## src/hw/rsse_pkg.sv

```systemverilog
// package: constants, opcodes and carriers for the rotate/subtract/sleep executor
package rsse_pkg;
  localparam int ADDR_W = 7;                       // file register address width
  localparam int DATA_W = 8;                       // datapath width
  localparam int NREGS  = 128;                     // file register count
  // axi-lite register byte offsets
  localparam logic [7:0] OFF_CMD    = 8'h00;       // write: issue an instruction
  localparam logic [7:0] OFF_WREG   = 8'h04;       // working register
  localparam logic [7:0] OFF_STATUS = 8'h08;       // status flags
  localparam logic [7:0] OFF_FADDR  = 8'h0c;       // file register window address
  localparam logic [7:0] OFF_FDATA  = 8'h10;       // file register window data
  localparam logic [7:0] OFF_CORE   = 8'h14;       // core state, watchdog
  // command word fields
  localparam int CMD_OP_LSB  = 0;                  // opcode bits [1:0]
  localparam int CMD_D_BIT   = 2;                  // destination select
  localparam int CMD_F_LSB   = 8;                  // file address [14:8]
  localparam int CMD_K_LSB   = 16;                 // literal [23:16]
  // status bit positions
  localparam int ST_C  = 0;                        // carry
  localparam int ST_DC = 1;                        // digit carry
  localparam int ST_Z  = 2;                        // zero
  localparam int ST_PD = 3;                        // powerdown
  localparam int ST_TO = 4;                        // timeout
  localparam logic [7:0] STATUS_RST = 8'h18;       // timeout and powerdown set at reset
  localparam int WDT_W   = 8;                      // watchdog counter width
  localparam int PRESC_W = 7;                      // watchdog prescaler width
  localparam logic [1:0] RESP_OKAY   = 2'b00;
  localparam logic [1:0] RESP_SLVERR = 2'b10;

  typedef enum logic [1:0]
  {
    OP_RLC = 2'h0,                                 // rotate left through carry
    OP_RRC = 2'h1,                                 // rotate right through carry
    OP_SUB = 2'h2,                                 // literal minus working reg
    OP_SLP = 2'h3                                  // sleep
  } rsse_op_e;

  // one decoded instruction
  typedef struct packed
  {
    rsse_op_e          op;
    logic              dest_select;
    logic [ADDR_W-1:0] file_reg_addr;
    logic [DATA_W-1:0] literal;
  } rsse_instr_s;

  // alu result bundle
  typedef struct packed
  {
    logic [DATA_W-1:0] value;
    logic              carry_flag;
    logic              digit_carry_flag;
    logic              zero_flag;
    logic              upd_dc_z;
  } rsse_alu_s;
endpackage

```

## src/hw/rsse_alu.sv

```systemverilog
// combinational alu for rotate and subtract-from-literal
`timescale 1ns/1ps
`default_nettype none
module rsse_alu
(
  input  wire rsse_pkg::rsse_op_e        op,
  input  wire logic [rsse_pkg::DATA_W-1:0] operand_f,
  input  wire logic [rsse_pkg::DATA_W-1:0] working_reg,
  input  wire logic [rsse_pkg::DATA_W-1:0] literal,
  input  wire logic                        carry_in,
  output rsse_pkg::rsse_alu_s            res
);
  import rsse_pkg::*;

  logic [DATA_W:0]   diff;                         // nine bit difference, msb is borrow
  logic [4:0]        ndiff;                        // nibble difference

  // a separate nibble subtract serves digit carry; borrow clear means "no borrow" = carry set
  always_comb
  begin
    diff  = {1'b0, literal} - {1'b0, working_reg};
    ndiff = {1'b0, literal[3:0]} - {1'b0, working_reg[3:0]};
    res   = '0;
    case (op)
      OP_RLC:
      begin
        res.value      = {operand_f[DATA_W-2:0], carry_in};
        res.carry_flag = operand_f[DATA_W-1];
      end
      OP_RRC:
      begin
        res.value      = {carry_in, operand_f[DATA_W-1:1]};
        res.carry_flag = operand_f[0];
      end
      OP_SUB:
      begin
        res.value            = diff[DATA_W-1:0];
        res.carry_flag       = ~diff[DATA_W];
        res.digit_carry_flag = ~ndiff[4];
        res.zero_flag        = (diff[DATA_W-1:0] == 8'h00);
        res.upd_dc_z         = 1'b1;
      end
      default:
      begin
        res.carry_flag = carry_in;                 // sleep: no alu effect
      end
    endcase
  end
endmodule
`default_nettype wire

```

## src/hw/rsse_regfile.sv

```systemverilog
// 128 x 8 file register array in flip-flops
`timescale 1ns/1ps
`default_nettype none
module rsse_regfile
#(
  parameter int DEPTH = 128
)
(
  input  wire logic                        aclk,
  input  wire logic                        aresetn,
  input  wire logic [rsse_pkg::ADDR_W-1:0] rd_addr,
  output logic      [rsse_pkg::DATA_W-1:0] rd_data,
  input  wire logic                        wr_en,
  input  wire logic [rsse_pkg::ADDR_W-1:0] wr_addr,
  input  wire logic [rsse_pkg::DATA_W-1:0] wr_data
);
  import rsse_pkg::*;

  logic [DATA_W-1:0] mem_r   [DEPTH];              // storage
  logic [DATA_W-1:0] mem_nxt [DEPTH];              // next storage

  assign rd_data = mem_r[rd_addr];                 // asynchronous read

  // next state: only the addressed entry changes
  always_comb
  begin
    for (int i = 0; i < DEPTH; i++)
    begin
      mem_nxt[i] = mem_r[i];
    end
    if (wr_en)
    begin
      mem_nxt[wr_addr] = wr_data;
    end
  end

  // registers cleared by reset
  always_ff @(posedge aclk)
  begin
    for (int i = 0; i < DEPTH; i++)
    begin
      if (!aresetn)
        mem_r[i] <= '0;
      else
        mem_r[i] <= mem_nxt[i];
    end
  end
endmodule
`default_nettype wire

```

## src/hw/rsse_core.sv

```systemverilog
// executor top: axi-lite slave, one-cycle instruction execute, sleep state
//
// Contract
// - rotate left: carry in bit0, bit7 to carry
// - rotate right: carry in bit7, bit0 to carry
// - dest 0 writes working reg, 1 file reg
// - seven bit file address, one bit dest
// - sleep clears watchdog counter and prescaler
// - sleep clears powerdown, sets timeout only
// - sleep halts oscillator, stops executing
// - literal minus working reg into working
// - carry and digit carry mean no borrow
`timescale 1ns/1ps
`default_nettype none
module rsse_core
(
  input  wire logic        aclk,
  input  wire logic        aresetn,
  input  wire logic [7:0]  s_axi_awaddr,
  input  wire logic        s_axi_awvalid,
  output logic             s_axi_awready,
  input  wire logic [31:0] s_axi_wdata,
  input  wire logic [3:0]  s_axi_wstrb,
  input  wire logic        s_axi_wvalid,
  output logic             s_axi_wready,
  output logic [1:0]       s_axi_bresp,
  output logic             s_axi_bvalid,
  input  wire logic        s_axi_bready,
  input  wire logic [7:0]  s_axi_araddr,
  input  wire logic        s_axi_arvalid,
  output logic             s_axi_arready,
  output logic [31:0]      s_axi_rdata,
  output logic [1:0]       s_axi_rresp,
  output logic             s_axi_rvalid,
  input  wire logic        s_axi_rready,
  input  wire logic        wake,
  output logic             osc_run,
  output logic             sleeping
);
  import rsse_pkg::*;

  // write channel state
  logic        aw_have_r,  aw_have_nxt;            // address latched
  logic [7:0]  aw_addr_r,  aw_addr_nxt;
  logic        w_have_r,   w_have_nxt;             // data latched
  logic [31:0] w_data_r,   w_data_nxt;
  logic [3:0]  w_strb_r,   w_strb_nxt;
  logic        bvalid_r,   bvalid_nxt;
  logic [1:0]  bresp_r,    bresp_nxt;
  // read channel state
  logic        rvalid_r,   rvalid_nxt;
  logic [31:0] rdata_r,    rdata_nxt;
  logic [1:0]  rresp_r,    rresp_nxt;
  // core state
  logic [DATA_W-1:0]  wreg_r,   wreg_nxt;          // working register
  logic [7:0]         status_r, status_nxt;        // status flags
  logic [ADDR_W-1:0]  faddr_r,  faddr_nxt;         // file window pointer
  logic [WDT_W-1:0]   wdt_r,    wdt_nxt;           // watchdog_counter
  logic [PRESC_W-1:0] presc_r,  presc_nxt;         // watchdog prescaler
  logic               sleep_r,  sleep_nxt;         // core asleep

  logic        wr_fire;                            // both halves present
  logic        exec;                               // instruction accepted
  rsse_instr_s instr;                              // decoded command
  rsse_alu_s   alu;                                // alu outputs
  logic [DATA_W-1:0]  rf_rd_data;
  logic [ADDR_W-1:0]  rf_rd_addr;
  logic               rf_wr_en;
  logic [ADDR_W-1:0]  rf_wr_addr;
  logic [DATA_W-1:0]  rf_wr_data;
  logic [31:0]        wreg_mg;                     // working reg merged with the write
  logic [31:0]        status_mg;                   // status merged with the write
  logic [31:0]        faddr_mg;                    // window pointer merged with the write

  // merge byte enables into an old word
  function automatic logic [31:0] merge(input logic [31:0] old, input logic [31:0] nw, input logic [3:0] be);
    logic [31:0] r;
    r = old;
    for (int i = 0; i < 4; i++)
    begin
      if (be[i])
        r[i*8 +: 8] = nw[i*8 +: 8];
    end
    return r;
  endfunction

  // known offset check shared by read and write decode
  function automatic logic mapped(input logic [7:0] a);
    return (a == OFF_CMD) || (a == OFF_WREG) || (a == OFF_STATUS) ||
           (a == OFF_FADDR) || (a == OFF_FDATA) || (a == OFF_CORE);
  endfunction

  // handshakes: one write in flight, accept halves in either order
  assign s_axi_awready = !aw_have_r && !bvalid_r;
  assign s_axi_wready  = !w_have_r && !bvalid_r;
  assign s_axi_arready = !rvalid_r;
  assign s_axi_bvalid  = bvalid_r;
  assign s_axi_bresp   = bresp_r;
  assign s_axi_rvalid  = rvalid_r;
  assign s_axi_rdata   = rdata_r;
  assign s_axi_rresp   = rresp_r;
  assign sleeping      = sleep_r;
  assign osc_run       = !sleep_r;

  assign wr_fire = aw_have_r && w_have_r;

  // byte-lane merges for the direct pokes; a call result cannot be part-selected
  assign wreg_mg   = merge({24'h0, wreg_r}, w_data_r, w_strb_r);
  assign status_mg = merge({24'h0, status_r}, w_data_r, w_strb_r);
  assign faddr_mg  = merge({25'h0, faddr_r}, w_data_r, w_strb_r);

  // command decode; address field is seven bits wide by construction
  always_comb
  begin
    instr.op            = rsse_op_e'(w_data_r[CMD_OP_LSB +: 2]);
    instr.dest_select   = w_data_r[CMD_D_BIT];
    instr.file_reg_addr = w_data_r[CMD_F_LSB +: ADDR_W];
    instr.literal       = w_data_r[CMD_K_LSB +: DATA_W];
  end

  // a stalled core ignores commands but still acks them
  assign exec = wr_fire && (aw_addr_r == OFF_CMD) && w_strb_r[0] && !sleep_r;

  assign rf_rd_addr = exec ? instr.file_reg_addr : faddr_r;

  rsse_alu u_alu
  (
    .op          (instr.op),
    .operand_f   (rf_rd_data),
    .working_reg (wreg_r),
    .literal     (instr.literal),
    .carry_in    (status_r[ST_C]),
    .res         (alu)
  );

  rsse_regfile #(.DEPTH(NREGS)) u_rf
  (
    .aclk    (aclk),
    .aresetn (aresetn),
    .rd_addr (rf_rd_addr),
    .rd_data (rf_rd_data),
    .wr_en   (rf_wr_en),
    .wr_addr (rf_wr_addr),
    .wr_data (rf_wr_data)
  );

  // bus channel next state
  always_comb
  begin
    aw_have_nxt = aw_have_r;
    aw_addr_nxt = aw_addr_r;
    w_have_nxt  = w_have_r;
    w_data_nxt  = w_data_r;
    w_strb_nxt  = w_strb_r;
    bvalid_nxt  = bvalid_r;
    bresp_nxt   = bresp_r;
    rvalid_nxt  = rvalid_r;
    rdata_nxt   = rdata_r;
    rresp_nxt   = rresp_r;
    if (s_axi_awvalid && s_axi_awready)
    begin
      aw_have_nxt = 1'b1;
      aw_addr_nxt = s_axi_awaddr;
    end
    if (s_axi_wvalid && s_axi_wready)
    begin
      w_have_nxt = 1'b1;
      w_data_nxt = s_axi_wdata;
      w_strb_nxt = s_axi_wstrb;
    end
    // complete the write once both halves sit in the latches
    if (wr_fire)
    begin
      aw_have_nxt = 1'b0;
      w_have_nxt  = 1'b0;
      bvalid_nxt  = 1'b1;
      bresp_nxt   = mapped(aw_addr_r) ? RESP_OKAY : RESP_SLVERR;
    end
    else if (bvalid_r && s_axi_bready)
    begin
      bvalid_nxt = 1'b0;
    end
    // reads answer one cycle after the address is taken
    if (s_axi_arvalid && s_axi_arready)
    begin
      rvalid_nxt = 1'b1;
      rresp_nxt  = mapped(s_axi_araddr) ? RESP_OKAY : RESP_SLVERR;
      case (s_axi_araddr)
        OFF_WREG:   rdata_nxt = {24'h000000, wreg_r};
        OFF_STATUS: rdata_nxt = {24'h000000, status_r};
        OFF_FADDR:  rdata_nxt = {25'h0000000, faddr_r};
        OFF_FDATA:  rdata_nxt = {24'h000000, rf_rd_data};
        OFF_CORE:   rdata_nxt = {8'h00, 1'b0, presc_r, wdt_r, 7'h00, sleep_r};
        default:    rdata_nxt = 32'h00000000;
      endcase
    end
    else if (rvalid_r && s_axi_rready)
    begin
      rvalid_nxt = 1'b0;
    end
  end

  // core next state: execute, direct pokes, watchdog, wake
  always_comb
  begin
    wreg_nxt   = wreg_r;
    status_nxt = status_r;
    faddr_nxt  = faddr_r;
    sleep_nxt  = sleep_r;
    rf_wr_en   = 1'b0;
    rf_wr_addr = faddr_r;
    rf_wr_data = w_data_r[DATA_W-1:0];
    // watchdog runs off the prescaler while awake
    presc_nxt  = sleep_r ? presc_r : PRESC_W'(presc_r + 1'b1);
    wdt_nxt    = (!sleep_r && presc_r == '1) ? WDT_W'(wdt_r + 1'b1) : wdt_r;
    if (sleep_r && wake)
    begin
      sleep_nxt = 1'b0;                            // wake-up source restarts the core
    end
    if (exec)
    begin
      case (instr.op)
        OP_RLC, OP_RRC:
        begin
          status_nxt[ST_C] = alu.carry_flag;
          if (instr.dest_select)
          begin
            rf_wr_en   = 1'b1;
            rf_wr_addr = instr.file_reg_addr;
            rf_wr_data = alu.value;
          end
          else
          begin
            wreg_nxt = alu.value;
          end
        end
        OP_SUB:
        begin
          wreg_nxt          = alu.value;
          status_nxt[ST_C]  = alu.carry_flag;
          status_nxt[ST_DC] = alu.digit_carry_flag;
          status_nxt[ST_Z]  = alu.zero_flag;
        end
        OP_SLP:
        begin
          wdt_nxt           = '0;
          presc_nxt         = '0;
          status_nxt[ST_PD] = 1'b0;
          status_nxt[ST_TO] = 1'b1;
          sleep_nxt         = 1'b1;
        end
        default:
        begin
          sleep_nxt = sleep_r;
        end
      endcase
    end
    else if (wr_fire)
    begin
      case (aw_addr_r)
        OFF_WREG:   wreg_nxt   = wreg_mg[DATA_W-1:0];
        OFF_STATUS: status_nxt = status_mg[7:0];
        OFF_FADDR:  faddr_nxt  = faddr_mg[ADDR_W-1:0];
        OFF_FDATA:  rf_wr_en   = w_strb_r[0];
        default:    faddr_nxt  = faddr_r;
      endcase
    end
  end

  // register all state
  always_ff @(posedge aclk)
  begin
    if (!aresetn)
    begin
      aw_have_r <= 1'b0;
      aw_addr_r <= 8'h00;
      w_have_r  <= 1'b0;
      w_data_r  <= 32'h00000000;
      w_strb_r  <= 4'h0;
      bvalid_r  <= 1'b0;
      bresp_r   <= RESP_OKAY;
      rvalid_r  <= 1'b0;
      rdata_r   <= 32'h00000000;
      rresp_r   <= RESP_OKAY;
      wreg_r    <= '0;
      status_r  <= STATUS_RST;
      faddr_r   <= '0;
      wdt_r     <= '0;
      presc_r   <= '0;
      sleep_r   <= 1'b0;
    end
    else
    begin
      aw_have_r <= aw_have_nxt;
      aw_addr_r <= aw_addr_nxt;
      w_have_r  <= w_have_nxt;
      w_data_r  <= w_data_nxt;
      w_strb_r  <= w_strb_nxt;
      bvalid_r  <= bvalid_nxt;
      bresp_r   <= bresp_nxt;
      rvalid_r  <= rvalid_nxt;
      rdata_r   <= rdata_nxt;
      rresp_r   <= rresp_nxt;
      wreg_r    <= wreg_nxt;
      status_r  <= status_nxt;
      faddr_r   <= faddr_nxt;
      wdt_r     <= wdt_nxt;
      presc_r   <= presc_nxt;
      sleep_r   <= sleep_nxt;
    end
  end
endmodule
`default_nettype wire

```

## config.mk

```make
export PLATFORM = sky130hd
export DESIGN_NAME = rsse_core
export DESIGN_NICKNAME = d
export VERILOG_FILES = /design/src/hw/rsse_pkg.sv /design/src/hw/rsse_alu.sv /design/src/hw/rsse_regfile.sv /design/src/hw/rsse_core.sv
export SDC_FILE = /design/constraint.sdc
export NUM_CORES = 2
export LEC_CHECK = 0
export ABC_AREA = 1
export BUFFER_PORTS_ARGS = -buffer_cell sky130_fd_sc_hd__buf_2
export CAP_MARGIN = 20
export CORE_MARGIN = 2
export CORE_UTILIZATION = 55
export DETAILED_ROUTE_END_ITERATION = 8
export HOLD_SLACK_MARGIN = 0.1
export PLACE_DENSITY = 0.68
export SLEW_MARGIN = 20
export SYNTH_ARGS = -nofsm -noshare
export SYNTH_HDL_FRONTEND = slang
export SYNTH_HIERARCHICAL = 1
export SYNTH_SLANG_ARGS = --single-unit
export TNS_END_PERCENT = 10
```

## constraint.sdc

```tcl
create_clock -name aclk -period 4.75 [get_ports aclk]
set_clock_uncertainty 0.2 [all_clocks]
set_input_delay 0.475 -clock aclk [delete_from_list [all_inputs] [get_ports aclk]]
set_output_delay 0.475 -clock aclk [all_outputs]
set_load 0.1 [all_outputs]
```

### Word-level counts from Yosys, hierarchy flattened

Memory sizes are Yosys's and may differ from the RTL's.
Index checks and enable logic that the tools add are counted.

* logic and storage cells: 404
* memories: 1
* memory bits (writable): 1024
* output and inout port bits: 43
* input bits: 60
* flip-flop bits (word level): 112
* memory bits (read-only): 0
* latch bits: 0

* equality and inequality tests: 20
* shift-type cells: 0
* magnitude comparators: 2
* divide/modulo/power cells: 0
* add/sub/neg operators: 4
* reduce and logical (&&, ||, !) cells: 48
* $mul: 0
* muxes and demuxes: 177
* bitwise logic cells: 133

Memories
* u_rf.mem_r: depth 128, width 8, read ports 129, clocked after memory_dff 0, write ports 128, line rsse_regfile.sv:19 `logic [DATA_W-1:0] mem_r [DEPTH];`

Operators by type and width (number)
* 8-bit two-way mux: 140
* 1024-bit bitwise mux: 1
* 1024-bit two-way mux: 1
* 1-bit bitwise OR: 128
* 23-bit case mux with 5 select lines: 1
* 8-bit demux with 7-bit select: 1
* 7-bit two-way mux: 7
* 8-bit by 4-bit equality test with 1-bit output (second input constant): 4
* 8-bit by 5-bit equality test with 1-bit output (second input constant): 4
* 8-bit logical NOT: 3
* 8-bit case mux with 3 select lines: 1
* 5-bit two-way mux: 4
* 8-bit by 3-bit equality test with 1-bit output (second input constant): 2
* 8-bit case mux with 2 select lines: 1
* 4-bit AND reduction: 4
* 1-bit two-way mux: 15
* 1-bit logical AND: 14
* 2-bit nonzero test: 6
* 1-bit logical OR: 10
* 5-bit AND reduction: 2
* 8-bit by 8-bit subtractor with 9-bit output: 1
* 8-bit by 1-bit adder with 8-bit output (second input constant): 1
* 8-bit >= comparator (second input constant): 1
* 8-bit by 1-bit less-than comparator with 1-bit output (second input constant): 1
* other kinds (18): 31

### Depth between registers and ports, before layout

* depth in word-level cells: 13
* depth in mapped cells: 31
* depth with buffers taken out: 24

### Cells and area by module

The synthesis kept the hierarchy.

Modules (own cells, without submodules)
* rsse_regfile: sequential area each 20499.7 µm², cells an instance 7010, area each 46741.1 µm², instances 1
* rsse_core: sequential area each 2001.9 µm², cells an instance 681, area each 4763.3 µm², instances 1
* rsse_alu: sequential area each 0.0 µm², cells an instance 129, area each 679.4 µm², instances 1

### Worst setup path after synthesis

No wires, ideal clock.

* path kind: register -> register
* start point: register sleep_r (netlist: sleeping)
* end point: memory u_rf.mem_r[31][5]
* period minus slack after synthesis: 4.888 ns
* stages on the path, launching flop included: 28
* library setup time: 0.065 ns
* slack: -0.138 ns
* data arrival time: 4.623 ns
* required time: 4.485 ns
* buffers on the path: 6
* path through: dfxtp_1 inv_2 nand4_2 nor2_4 nand2_2 buf_6 buf_2 o21ai_0 inv_1 clkbuf_1 clkbuf_1 nand3_1 nand3_1 nand2_1 nand2_1 nand3_1 nand2_1 nand2_1 nand2_1 inv_1 o21ai_0 o21bai_1 inv_1 o21ai_0 clkbuf_1 buf_1 nor2_1 nor2_1

RTL lines
* from (decl): line rsse_core.sv:60 `logic sleep_r, sleep_nxt;`
* from (signal assigned): line rsse_core.sv:309 `sleep_r <= sleep_nxt;`
* to (decl): line rsse_regfile.sv:19

==> results.yml <==
setup_path:
  cp-end-kind: "flop"
  worst_setup_path_start_kind: "flop"
  worstPathRequired_ns: 5.20
  reg2reg_to: "u_rf/mem_r[10][1]$_SDFFE_PN0P_"
  rr_worst_depth: 26
  crit_type: "flop to flop"
  cp_max_fo: 27
  worstReg2RegStart: "aw_have_r$_SDFFE_PP0P_"
  crit_arrival_ns: 5.06
  reg2reg_setup_slack_ns: 0.14
route:
  ant_nets: 0
  vias: 51800
  wl_met1_um: 73600
  routed_wl_um: 171000
  drt-initial-drc-count: 6204
  routed_via_density: 5.68
  wl_per_cell_um: 18.7
  wl_met3_um: 14700
  highest_layer: "met4"
  wl_met2_um: 75900
  drt-pass1-iter-count: 6
  drc: 0
synthesis:
  synth_enable_flop_cells: 0
  syn_avg_cell_area_um2: 6.67
  synthTopCellsByCount: "2194 x nor2_1, 1375 x nand2_1, 1124 x dfxtp_1"
  ys_top_cells_by_area: "dfxtp_1 43%, nor2_1 16%, nand2_1 9.9%"
  ys_ff_latch: 1124
  syn_inst: 7820
  ys_types: 46
  yosysMostFrequentCell: "nor2_1"
  synth_ff_type: "dfxtp_1"
  synth_top_cell_by_area: "dfxtp_1"
  synth-seq-area-share: 0.431
  syn_area_um2: 52200
  synth_top_area_share: 0.431
  async_flop_share: 0
  yosysWarnings: 6
placed_design:
  place_ws_ns: 0.0689
  dp_hpwl_um: 105000
  place.gp.congestion: 0.923
  port_buffers: 79
timing:
  fin_ws_ns: 0.143
  fmax_ghz: 0.217
  finalSetupViolCount: 0
  hold_viol_final: 0
  whs_ns: 0.159
  setup_tns_ns: 0
  finalCritPeriodShare: 0.970
  grt_setup_unrepaired: "false"
  maxSlewHeadroom: 0.220
  final.min_clock_period_ns: 4.61
  tightest_slew_ns: 1.17
  slew_violations: 0
pwr:
  irDropWorstVdd_uv: 427
  swShare: 0.238
  p_int_uw: 15800
  power.density_nw_per_um2: 350
  power_frac_seq: 0.457
  clock_power_share: 0.482
  p_leak_uw: 0.0264
  p_switching_uw: 4950
  p_comb_frac: 0.061
clock_tree:
  cts_root_buffer: "clkbuf_16"
  cts_tree: "yes"
  htree_levels: 3
  clk_pin_slew_ns: 0.06
  clkSinkCount: 1124
  clk_path_buf_depth: 3
  insertion_delay_ns: 0.73
  cts_buffers: 118
floorplanning:
  die_area_um2: 97400
  die-width_um: 312
  start_util: 0.557
  placementRows: 112
  fp.coreArea_um2: 93600
  die_y_um: 312
  pin_count: 103
cells_and_area:
  area_growth_pct: 13.6
  layout.nets: 7842
  layout-drive-gt1-share: 0.101
  n_antenna_cell: 0
global_routing:
  grt_max_degree: 156
  grt.total_usage: 0.334
  antenna_found_initial: 0
  grt-ovfl-total: 0
  grt_pass1_wl_um: 264000
  grt_pass1_vias: 47100
min_path:
  hold_path.class: "input pin to flop"
  whs_path_depth: 3
  worstHoldEndpoint: "s_axi_rdata[22]$_SDFFE_PN0P_"
  hp-start: "aresetn"
job:
  maxCapViolations: 0
run_status:
  outcome: "completed"
## cell families (layout without fill, tap and decap cells)
| group | count (synthesis) | after routing | synth area share |
|---|---|---|---|
| AOI/OAI and AO/OA | 1176 | 1176 | 0.114 |
| xor gates and xnor gates | 7 | 7 | 0.00117 |
| adders and majority gates | 12 | 12 | 0.00302 |
| buffers and inverters | 766 | 808 | 0.0668 |
| DFF | 1124 | 1124 | 0.431 |
| other | 1 | 11 | 0.0000719 |
| and+or+nand+nor | 4734 | 4734 | 0.384 |
## placed cells by master, fill, tap and decap left out, types with 24 or more instances in the layout
cell | synthesis | layout
nor2_1 | 2194 | 2193
nand2_1 | 1375 | 1374
dfxtp_1 | 1124 | 1123
nand3_1 | 985 | 982
o21ai_0 | 844 | 832
o21ai_1 | 261 | 263
inv_2 | 157 | 155
clkbuf_16 | 0 | 125
inv_1 | 111 | 108
buf_4 | 48 | 88
buf_2 | 129 | 78
buf_12 | 0 | 76
nor2_4 | 71 | 71
nor2_2 | 55 | 56
a21oi_1 | 55 | 55
dlygate4sd3_1 | 0 | 53
clkbuf_8 | 0 | 34
clkinv_2 | 0 | 24
## routing by layer
layer,vias to the layer above,GRT usage
li1,25100,-
met1,24000,0.469
met2,2280,0.521
met3,396,0.0466
met4,0,0.130
met5,-,0
## registers in the layout (all words and copies together), names as in the netlist, 7 cells and up
register and flops:
s_axi_rdata 23, wdt_r 8, u_rf/mem_r 1024, aw_addr_r 8
faddr_r 7, w_data_r 23, status_r 8, presc_r 7
wreg_r 8
## power by group through the flow
stage / Clock (µW) / Sequential [µW] / Combinational [µW]
finish: 10000 / 9500 / 1270
global placement: 0 / 9710 / 1180
global route: 10500 / 9500 / 1330
CTS: 10100 / 9500 / 1230
floorplan: 0 / 9780 / 602
detailed placement: 0 / 9710 / 1190
## cell type report
cell class | count | area (µm²)
fillers | 8703 | 34300
multi-input cells | 5940 | 26400
flip-flops and latches | 1124 | 22500
clock buffers | 174 | 3550
repair buffers | 315 | 3530
well taps | 1254 | 1570
inverters | 269 | 1060
clock inverters | 48 | 684
repair inverters | 2 | 31.3
## metrics by stage
step                      instances   util  total power [µW]  cell area, µm²
after floorplan                7830      -             10400           52200
after global placement         8840  0.579             10900           54200
after detailed placement       8841  0.579             10900           54200
after CTS                      9116  0.630             20800           59000
after global routing           9126  0.633             21300           59300
final                          9126  0.633             20800           59300
## critical path, cell delays in order (launching register included)
cell and delay, ns:
dfxtp_1 0.40, nand4_2 0.17, nor2_4 0.17, nand2_4 0.13
o21ai_4 0.19, buf_12 0.17, buf_16 0.21, buf_16 0.21
buf_4 0.18, nand2_1 0.06, nand3_1 0.09, nand3_1 0.09
nand3_1 0.11, nand2_1 0.10, nand2_1 0.07, nand3_1 0.18
nand2_1 0.15, nand2_1 0.08, nand2_1 0.15, inv_1 0.08
o211ai_1 0.21, inv_1 0.12, o31ai_4 0.32, buf_12 0.21
buf_12 0.22, nor2_1 0.09, nor2_1 0.12
## worst max-delay path by stage
stage / start / endpoint / slack (ns) / depth (start not counted)
after floorplan: sleeping$_SDFF_PN0_ / u_rf/mem_r[31][5]$_SDFFE_PN0P_ / 0.14 / 29
after CTS: aw_addr_r[0]$_SDFFE_PN0P_ / u_rf/mem_r[60][1]$_SDFFE_PN0P_ / 0.03 / 25
after global placement: aw_have_r$_SDFFE_PP0P_ / u_rf/mem_r[119][1]$_SDFFE_PN0P_ / 0.1 / 25
after global routing: aw_addr_r[7]$_SDFFE_PN0P_ / u_rf/mem_r[28][1]$_SDFFE_PN0P_ / 0.01 / 27
after detailed placement: aw_addr_r[0]$_SDFFE_PN0P_ / u_rf/mem_r[60][1]$_SDFFE_PN0P_ / 0.07 / 26
final: aw_have_r$_SDFFE_PP0P_ / u_rf/mem_r[10][1]$_SDFFE_PN0P_ / 0.14 / 26
## what timing repair did
| item | in CTS | in global routing |
|---|---|---|
| setup buffers | 0 | 3 |
| endpoints found under the setup margin | 0 | 1006 |
| endpoints found under the hold margin | 43 | 0 |
| resized for setup | 0 | 24 |
| hold buffers | 53 | 0 |
No activity file was read; power rests on OpenSTA's default activity.
